$ cat config.mk
export PLATFORM = sky130hd
export DESIGN_NAME = chip_reset_sequencer
export DESIGN_NICKNAME = d
export VERILOG_FILES = /design/src/verilog/chip_reset_pkg.sv /design/src/verilog/chip_reset_sequencer.sv
export VERILOG_INCLUDE_DIRS = /design/src /design/src/verilog
export SDC_FILE = /design/constraint.sdc
export NUM_CORES = 1
export LEC_CHECK = 0
export BUFFER_PORTS_ARGS = -buffer_cell sky130_fd_sc_hd__clkbuf_2
export CELL_PAD_IN_SITES_DETAIL_PLACEMENT = 0
export CELL_PAD_IN_SITES_GLOBAL_PLACEMENT = 1
export CORE_MARGIN = 3
export CORE_UTILIZATION = 30
export DETAILED_ROUTE_END_ITERATION = 10
export PLACE_DENSITY = 0.52
export SYNTH_ARGS = -nofsm -noshare
export SYNTH_HDL_FRONTEND = slang
export SYNTH_SLANG_ARGS = --single-unit
export TNS_END_PERCENT = 50
$ cat constraint.sdc
create_clock -name core_clk -period 3.9 [get_ports core_clk]
set_input_delay 0.195 -clock core_clk [delete_from_list [all_inputs] [get_ports core_clk]]
set_output_delay 0.195 -clock core_clk [all_outputs]
set_load 0.02 [all_outputs]
$ cat src/verilog/chip_reset_consts.svh
`ifndef CHIP_RESET_CONSTS_SVH
`define CHIP_RESET_CONSTS_SVH
// ------------------------------------------------------------
// timing
// ------------------------------------------------------------
`define CLK_PERIOD_PS      5000
`define T_DRB_MIN_US       25000
`define T_DR_MAX_NS        90000
`define T_FRL_MIN_NS       50000
`define T_FRS_MIN_NS       2000
`define US_CYCLES(us)      (((us) * 1000000 + `CLK_PERIOD_PS - 1) / `CLK_PERIOD_PS)
`define NS_CYCLES(ns)      (((ns) * 1000 + `CLK_PERIOD_PS - 1) / `CLK_PERIOD_PS)
`define FILT_CYCLES        4
`endif

$ cat src/verilog/chip_reset_pkg.sv
`default_nettype none
package chip_reset_pkg;
    typedef enum logic [2:0] {
        SEQ_DESTR_BIST  = 3'h0,
        SEQ_DESTR       = 3'h1,
        SEQ_EXT_LONG    = 3'h2,
        SEQ_FUNC_LONG   = 3'h3,
        SEQ_FUNC_SHORT  = 3'h4
    } seq_kind_e;
    typedef enum logic [2:0] {
        ST_POR   = 3'h0,
        ST_RUN   = 3'h1,
        ST_FINAL = 3'h2,
        ST_BOOT  = 3'h3,
        ST_APP   = 3'h4
    } seq_state_e;
    typedef struct packed {
        logic req;
        logic long_seq;
        logic pin_drive_en;
    } func_req_s;
endpackage
`default_nettype wire

$ cat src/verilog/chip_reset_sequencer.sv
`include "chip_reset_consts.svh"
`default_nettype none
module chip_reset_sequencer
    import chip_reset_pkg::*;
#(
    parameter int unsigned BIST_CYCLES  = `US_CYCLES(`T_DRB_MIN_US),
    parameter int unsigned DR_CYCLES    = `NS_CYCLES(`T_DR_MAX_NS) / 2,
    parameter int unsigned FRL_CYCLES   = `NS_CYCLES(`T_FRL_MIN_NS) + 2000,
    parameter int unsigned FRS_CYCLES   = `NS_CYCLES(`T_FRS_MIN_NS) + 200,
    parameter int unsigned FINAL_CYCLES = 16
) (
    // clock and reset
    input  wire logic      core_clk,
    input  wire logic      resetn,
    input  wire logic      clk_en,
    // board side
    input  wire logic      board_power_on_reset_n,
    input  wire logic      reset_pin_in,
    output logic           reset_pin_out,
    output logic           reset_pin_oe,
    // sequence selection
    input  wire logic      logic_memory_self_test,
    input  wire logic      ext_reset_req,
    input  wire func_req_s func_req,
    input  wire logic      boot_done,
    // status
    output logic           chip_reset_n,
    output logic           app_run,
    output seq_kind_e      seq_kind
);
    // ------------------------------------------------------------
    // input synchronisers and glitch filters
    // ------------------------------------------------------------
    logic [1:0] por_sync_q, pin_sync_q;
    logic [2:0] por_cnt_q, pin_cnt_q;
    logic       por_filt_q, pin_filt_q, por_prev_q;
    always_ff @(posedge core_clk or negedge resetn) begin
        if (!resetn) begin
            por_sync_q <= 2'h0;
            pin_sync_q <= 2'h0;
        end else if (clk_en) begin
            por_sync_q <= {por_sync_q[0], board_power_on_reset_n};
            pin_sync_q <= {pin_sync_q[0], reset_pin_in};
        end
    end
    // a level must hold for FILT_CYCLES before it counts: slow ramps bounce
    always_ff @(posedge core_clk or negedge resetn) begin
        if (!resetn) begin
            por_cnt_q  <= 3'h0;
            pin_cnt_q  <= 3'h0;
            por_filt_q <= 1'b0;
            pin_filt_q <= 1'b0;
            por_prev_q <= 1'b0;
        end else if (clk_en) begin
            por_prev_q <= por_filt_q;
            if (por_sync_q[1] == por_filt_q) por_cnt_q <= 3'h0;
            else if (por_cnt_q == 3'(`FILT_CYCLES - 1)) begin
                por_filt_q <= por_sync_q[1];
                por_cnt_q  <= 3'h0;
            end else por_cnt_q <= por_cnt_q + 3'h1;
            if (pin_sync_q[1] == pin_filt_q) pin_cnt_q <= 3'h0;
            else if (pin_cnt_q == 3'(`FILT_CYCLES - 1)) begin
                pin_filt_q <= pin_sync_q[1];
                pin_cnt_q  <= 3'h0;
            end else pin_cnt_q <= pin_cnt_q + 3'h1;
        end
    end
    // ------------------------------------------------------------
    // sequence control
    // ------------------------------------------------------------
    seq_state_e  state_q;
    logic [31:0] cnt_q;
    logic        drive_q;
    wire         por_rise  = por_filt_q & ~por_prev_q;
    wire         start_ext = ext_reset_req;
    wire         start_fn  = func_req.req;
    wire [31:0]  run_len   =
        (seq_kind == SEQ_DESTR)      ? 32'(DR_CYCLES)  :
        (seq_kind == SEQ_FUNC_LONG)  ? 32'(FRL_CYCLES) :
        (seq_kind == SEQ_FUNC_SHORT) ? 32'(FRS_CYCLES) :
                                       32'(BIST_CYCLES);
    always_ff @(posedge core_clk or negedge resetn) begin
        if (!resetn) begin
            state_q       <= ST_POR;
            cnt_q         <= 32'h0;
            drive_q       <= 1'b1;
            seq_kind      <= SEQ_DESTR_BIST;
            reset_pin_out <= 1'b0;
            reset_pin_oe  <= 1'b1;
            chip_reset_n  <= 1'b0;
            app_run       <= 1'b0;
        end else if (clk_en) begin
            reset_pin_out <= 1'b0;
            case (state_q)
                ST_POR: begin
                    chip_reset_n <= 1'b0;
                    app_run      <= 1'b0;
                    reset_pin_oe <= 1'b1;
                    drive_q      <= 1'b1;
                    cnt_q        <= 32'h0;
                    if (por_rise) begin
                        seq_kind <= logic_memory_self_test ? SEQ_DESTR_BIST : SEQ_DESTR;
                        state_q  <= ST_RUN;
                    end
                end
                ST_RUN: begin
                    cnt_q <= cnt_q + 32'h1;
                    if (cnt_q >= run_len - 32'(FINAL_CYCLES)) begin
                        cnt_q   <= 32'h0;
                        state_q <= ST_FINAL;
                    end
                end
                ST_FINAL: begin
                    if (cnt_q < 32'(FINAL_CYCLES)) cnt_q <= cnt_q + 32'h1;
                    if (cnt_q >= 32'(FINAL_CYCLES) - 32'h1) begin
                        reset_pin_oe <= 1'b0;
                        // if this sequence drove the pin, wait while someone else still holds it low
                        if (pin_filt_q || !drive_q) begin
                            chip_reset_n <= 1'b1;
                            state_q      <= ST_BOOT;
                        end
                    end
                end
                ST_BOOT: begin
                    if (boot_done) begin
                        app_run <= 1'b1;
                        state_q <= ST_APP;
                    end
                end
                default: begin
                    if (start_ext || start_fn) begin
                        chip_reset_n <= 1'b0;
                        app_run      <= 1'b0;
                        cnt_q        <= 32'h0;
                        state_q      <= ST_RUN;
                        drive_q      <= start_ext | func_req.pin_drive_en;
                        reset_pin_oe <= start_ext | func_req.pin_drive_en;
                        if (start_ext) seq_kind <= SEQ_EXT_LONG;
                        else seq_kind <= func_req.long_seq ? SEQ_FUNC_LONG : SEQ_FUNC_SHORT;
                    end
                end
            endcase
            // power-on low wins over every state, but internal reset lags the board by the synchroniser and filter cycles
            if (por_filt_q == 1'b0) begin
                state_q      <= ST_POR;
                chip_reset_n <= 1'b0;
                app_run      <= 1'b0;
                reset_pin_oe <= 1'b1;
            end
        end
    end
endmodule
`default_nettype wire

==> results of run 1 <==
final timing paths:
kind                                          startpoint  cells past startpoint                       end  slack [ns]
worst min-delay path                              resetn                      1      cnt_q[9]$_DFFE_PN0P_        0.04
max in group asynchronous                         resetn                      2       app_run$_DFFE_PN0P_        2.98
worst max-delay path             seq_kind[2]$_DFFE_PN0P_                     13     cnt_q[20]$_DFFE_PN0P_        0.52
worst max register to register   seq_kind[2]$_DFFE_PN0P_                     13     cnt_q[20]$_DFFE_PN0P_        0.52
min in group core_clk                        func_req[1]                      2   seq_kind[2]$_DFFE_PN0P_        0.10
worst min register to register  pin_cnt_q[1]$_DFFE_PN0P_                      1  pin_cnt_q[1]$_DFFE_PN0P_        0.50
metrics by stage:
step | utilization, % | power, mW | std cells
CTS | 34.4 | 2.00 | 627
finish | 34.4 | 1.97 | 627
global placement | 33.2 | 1.48 | 619
detailed placement | 33.2 | 1.49 | 619
global route | 34.4 | 2.13 | 627
floorplan | - | 1.25 | 446
cells in the mapped netlist, types with 2 or more instances:
| cell | n | area (um^2) |
|---|---|---|
| nand4b_1 | 2 | 17.5 |
| a21oi_1 | 15 | 75.1 |
| a32oi_1 | 18 | 158 |
| nor3_1 | 5 | 25.0 |
| xnor2_1 | 2 | 17.5 |
| a41oi_1 | 10 | 87.6 |
| o21a_1 | 4 | 30.0 |
| and2_1 | 9 | 56.3 |
| mux2_2 | 7 | 78.8 |
| o21ai_0 | 20 | 100 |
| dfrtp_1 | 53 | 1330 |
| nand3b_1 | 2 | 15.0 |
| a221oi_1 | 2 | 17.5 |
| clkbuf_1 | 14 | 52.6 |
| nor4_1 | 11 | 68.8 |
| inv_1 | 17 | 63.8 |
| nand4_1 | 11 | 68.8 |
| nor2b_1 | 5 | 31.3 |
| or3_1 | 10 | 62.6 |
| a31oi_1 | 6 | 37.5 |
| nor4b_1 | 2 | 17.5 |
| o21ai_1 | 7 | 35.0 |
| o31a_1 | 2 | 17.5 |
| nand2b_1 | 3 | 18.8 |
| buf_6 | 4 | 45.0 |
| a21o_1 | 2 | 15.0 |
| dfstp_2 | 2 | 52.6 |
| buf_2 | 8 | 40.0 |
| xor2_1 | 2 | 17.5 |
| ha_1 | 31 | 388 |
| o2bb2ai_1 | 3 | 26.3 |
| and3_1 | 4 | 25.0 |
| a211o_1 | 3 | 26.3 |
| nand2_1 | 41 | 154 |
| nor2_1 | 24 | 90.1 |
| o31ai_1 | 8 | 60.1 |
| a211oi_1 | 4 | 30.0 |
| or4b_1 | 2 | 20.0 |
| nand3_1 | 21 | 105 |
| or4_1 | 3 | 22.5 |
| o41ai_1 | 18 | 158 |
| a21boi_0 | 12 | 90.1 |
critical path: stages (launching register included):
cell,delay (ns)
dfrtp_1,0.41
nor2b_1,0.24
inv_1,0.15
o21ai_1,0.10
buf_4,0.25
inv_1,0.07
ha_1,0.27
nor4b_1,0.31
a211oi_1,0.12
o211ai_1,0.24
a21bo_2,0.44
a21oi_2,0.10
buf_4,0.24
o41ai_1,0.33
layout make-up:
| type | instances | area [um^2] |
|---|---|---|
| well taps | 172 | 215 |
| repair buffers | 28 | 170 |
| fillers | 1348 | 8410 |
| clock buffers | 6 | 139 |
| inverters | 18 | 67.6 |
| clock inverters | 2 | 16.3 |
| multi-input cells | 346 | 2420 |
| flip-flops and latches | 55 | 1380 |
per-layer routing:
layer  vias to the layer above  global-route usage, %  wire length, um
li1                       1757                      -                -
met1                      1747                   24.4             6020
met2                        60                   25.2             5300
met3                        13                   2.37              325
met4                         0                   5.53              199
met5                         -                      0                0
registers in the layout, summed over array words and instances (netlist names):
register	count
pin_cnt_q	3
state_q	3
seq_kind	3
chip_reset_n	1
pin_filt_q	1
drive_q	1
por_prev_q	1
por_filt_q	1
cnt_q	32
app_run	1
pin_sync_q	2
reset_pin_oe	1
por_sync_q	2
por_cnt_q	3
logic make-up (layout without fill, tap and decap cells):
group | Yosys count | in the layout | synth area share [%]
muxes | 7 | 7 | 1.97
xor gates and xnor gates | 4 | 4 | 0.875
adders and majority gates | 31 | 31 | 9.68
DFF | 55 | 55 | 34.4
AOI/OAI and AO/OA | 140 | 140 | 25.9
other | 1 | 2 | 0.0936
buffers and inverters | 45 | 54 | 5.31
and+or+nand+nor | 162 | 162 | 21.7
power breakdown:
group / switching (mW) / internal [mW] / leakage [nW]
clock network: 0.237 / 0.258 / 0.0731
logic: 0.473 / 0.261 / 0.975
registers: 0.0947 / 0.645 / 0.739
==> qor.csv, run 1 <==
metric;value;unit
WL final;11.8;mm
critical path type;reg2reg;
WHS;0.0359;ns
vias in the first global route;3364;
die height;122;um
Area Overhead vs Synth;10.1;%
commonest cells after routing, fill and taps aside;53 x dfrtp_1, 41 x nand2_1, 31 x ha_1;
CTS Buf Count;5;
cell area after synthesis;0.00401;mm^2
Hold Path Class;in2async;
PD cells;446;mW/mm^2
peak supply drop;0.171;mV
Post-layout nets;496;
Synthesis Warnings;0;
first-pass GRT wire length;19.1;mm
maximum root-to-sink buffer count;2;
PostCTS Resize Cnt;0;
ys async rst share;100;%
Mapped Cells;445;
crit start category;flop;
Placer Congestion;0.768;
Post-synth EDFFs;0;
Post-DP Area;0.00426;mm^2
worst-margin pin slew;1.00;ns
Routed Antenna Nets;0;
sequential fraction of the synthesis area;34.4;%
Hold Vio Cnt, Final;0;
Total Routing Usage GR;16.6;%
Vias/cell;5.70;
syn avg cell area;9.00;um^2
Die X;122;um
Final setup violation count;0;
Diodes inserted;0;
initial antenna violation count;0;
largest net degree at the start of global routing;36;
CP endpoint kind;flop;
WL per Instance;18.9;um
clock skew;0.00852;ns
status;complete, no violations;
Die ar.;0.0148;mm^2
max-cap violations;0;
Leakage;1.79;nW
Initial DRC Count;220;
unrepaired setup endpoints after global routing;no;
Setup TNS Final;0;ns
crit-path max FO;17;
final instance area;0.00441;mm^2
post-CTS setup repair buffer count;0;
worst skew pair latency;0.31;ns
Final Max Slew Viols;0;
Sink Count;55;
most common cell after layout, fill and taps aside;dfrtp_1;
dpl ws;0.509;ns
worst endpoint required time;4.10;ns
total number of vias;3577;
post-DP HPWL;8.19;mm
htree depth;2;
Ports;18;
final worst slack;0.516;ns
Overflow after GRT;0;
crit path time final;3.38;ns
CTS tree;yes;
Seq cells post-synth;55;
Port Buffers;16;
share of layout cells above drive strength 1;11.9;%
Post-synth top flop;dfrtp_1;
f_max;296;MHz
Final Cycle Share;86.8;%
CTS Hold Bufs;0;
area of the core;0.0128;mm^2
starting density of the core;31.2;%
# DRC;0;
Worst-path clk slew;0.08;ns
row count;41;
worst path arrival time;3.58;ns
Root Driver;clkbuf_16;
Netlist cell types;58;
Worst slew margin;33.1;%
Detailed Routing Iterations Pass 1;4;
Power figures use the tool's default switching activity.
==> inputs of run 2 (changes only) <==
- CORE_UTILIZATION: 30 -> 48
- PLACE_DENSITY: 0.52 -> 0.78
==> qor.csv, run 2 (synthesized netlist as in run 1, its figures left out) <==
metric;value;unit;change
Placer Congestion;0.840;;+9.4%
Diodes inserted;0;;unchanged
area of the core;0.00793;mm^2;-38%
Critical Path End;cnt_q[16]$_DFFE_PN0P_;;
Leakage;1.74;nW;-2.5%
vias in the first global route;3646;;+8.4%
Hold Vio Cnt, Final;16;;+16
failing checks;negative hold slack;;
worst endpoint required time;4.10;ns;about the same
Overflow after GRT;0;;unchanged
Post-layout nets;493;;-0.60%
Setup TNS Final;0;ns;unchanged
Root Driver;clkbuf_8;;
CP endpoint kind;flop;;
worst skew pair latency;0.32;ns;about the same
crit-path max FO;29;;+12
setup slack, reg-to-reg;0.71;ns;+0.20 ns
Final setup violation count;0;;unchanged
share of layout cells above drive strength 1;11.3;%;-0.58 points
Port Buffers;16;;unchanged
clock skew;0.00997;ns;+0.00144 ns
Total Routing Usage GR;23.5;%;+6.8 points
unrepaired setup endpoints after global routing;no;;
first-pass GRT wire length;18.5;mm;-3.5%
reg2reg end;cnt_q[16]$_DFFE_PN0P_;;
f_max;314;MHz;+6.1%
Final Cycle Share;81.8;%;-5.0 points
PD cells;423;mW/mm^2;-5.2%
final core occ;53.5;%;+19 points
Area Overhead vs Synth;5.84;%;
Worst-path clk slew;0.11;ns;+0.03 ns
critical path type;reg2reg;;
max-cap violations;0;;unchanged
maximum root-to-sink buffer count;2;;unchanged
Hold Path Class;in2async;;
Worst slew margin;40.1;%;+7.1 points
die height;97.3;um;-20%
initial antenna violation count;0;;unchanged
Die ar.;0.00948;mm^2;-36%
post-CTS setup repair buffer count;0;;unchanged
# DRC;0;;unchanged
CTS tree;yes;;
starting density of the core;50.5;%;+19 points
most common cell after layout, fill and taps aside;dfrtp_1;;
post-DP HPWL;7.28;mm;-11%
crit start category;flop;;
Detailed Routing Iterations Pass 1;5;;+1
Initial DRC Count;202;;-8.2%
row count;32;;-22%
peak supply drop;0.203;mV;+19%
WL per Instance;19.1;um;+1.2%
Worst Setup SP;seq_kind[2]$_DFFE_PN0P_;;
FF-to-FF Start;seq_kind[2]$_DFFE_PN0P_;;
PostCTS Resize Cnt;0;;unchanged
commonest cells after routing, fill and taps aside;53 x dfrtp_1, 41 x nand2_1, 31 x ha_1;;
status;finished with violations;;
worst path arrival time;3.39;ns;-0.19 ns
CTS Buf Count;5;;unchanged
WL final;10.6;mm;-11%
Largest register FFs;32;;unchanged
Vias/cell;6.54;;+15%
Final Max Slew Viols;0;;unchanged
Ports;18;;unchanged
crit path time final;3.19;ns;-0.195 ns
total power;1.79;mW;-8.9%
worst reg2reg path depth;13;;unchanged
Die X;97.3;um;-20%
largest net degree at the start of global routing;36;;unchanged
total number of vias;3625;;+1.3%
worst-margin pin slew;0.898;ns;-0.106 ns
Sink Count;55;;unchanged
Most flops, register;cnt_q;;
Routed Antenna Nets;0;;unchanged
WHS;-0.0104;ns;-0.0463 ns
CTS Hold Bufs;0;;unchanged
htree depth;2;;unchanged
## run 2: cell types whose count changed in the layout (fill, tap and decap cells not counted)
cell	change
buf_4	-3
clkbuf_16	-5
clkbuf_8	+4
clkinv_4	+1
## run 2: critical path, cell delays in order (launching register included)
cell	delay (ns)
dfrtp_1	0.42
nor2b_1	0.24
inv_1	0.14
o21ai_1	0.10
buf_4	0.26
inv_1	0.07
ha_1	0.27
nor4b_1	0.30
a211oi_1	0.12
o211ai_1	0.23
a21bo_2	0.19
a21oi_2	0.06
buf_4	0.27
o41ai_1	0.37
## run 2: where the power goes
group,internal [mW],switching [mW],total (mW)
Combinational,0.255,0.468,0.723
Sequential,0.645,0.0921,0.737
Clock,0.129,0.205,0.334
Total,1.03,0.765,1.79
## run 2: final cells by class
| class | count | area [um^2] |
|---|---|---|
| timing repair buffer | 25 | 148 |
| fill | 776 | 3690 |
| sequential | 55 | 1380 |
| inverter | 18 | 67.6 |
| multi-input combinational | 346 | 2420 |
| clock buffer | 5 | 68.8 |
| tap | 102 | 128 |
| clock inverter | 3 | 25.0 |
## run 2: routing by layer
layer / part of all wire (%) / vias up / global-route usage [%]
li1: - / 1742 / -
met1: 47 / 1788 / 33.5
met2: 48 / 82 / 38.1
met3: 3.6 / 13 / 2.73
met4: 1.4 / 0 / 5.86
met5: 0 / - / 0
## run 2: how the worst min path moves through the flow
stage                                 end  slack [ns]  cells past startpoint
finish               cnt_q[7]$_DFFE_PN0P_       -0.01                      1
global route        cnt_q[27]$_DFFE_PN0P_        0.05                      1
CTS                 cnt_q[28]$_DFFE_PN0P_        0.02                      1
detailed placement   cnt_q[7]$_DFFE_PN0P_        0.37                      1
global placement    cnt_q[13]$_DFFE_PN0P_        0.37                      1
floorplan             app_run$_DFFE_PN0P_       -0.10                      0
## run 2: through the flow
step                      cells  area [um^2]  setup WS (ns)
final                       554         4240          0.712
after global routing        554         4240          0.368
after CTS                   554         4240          0.705
after detailed placement    546         4150          0.693
after global placement      546         4150          0.876
after floorplan             446         4010          0.241
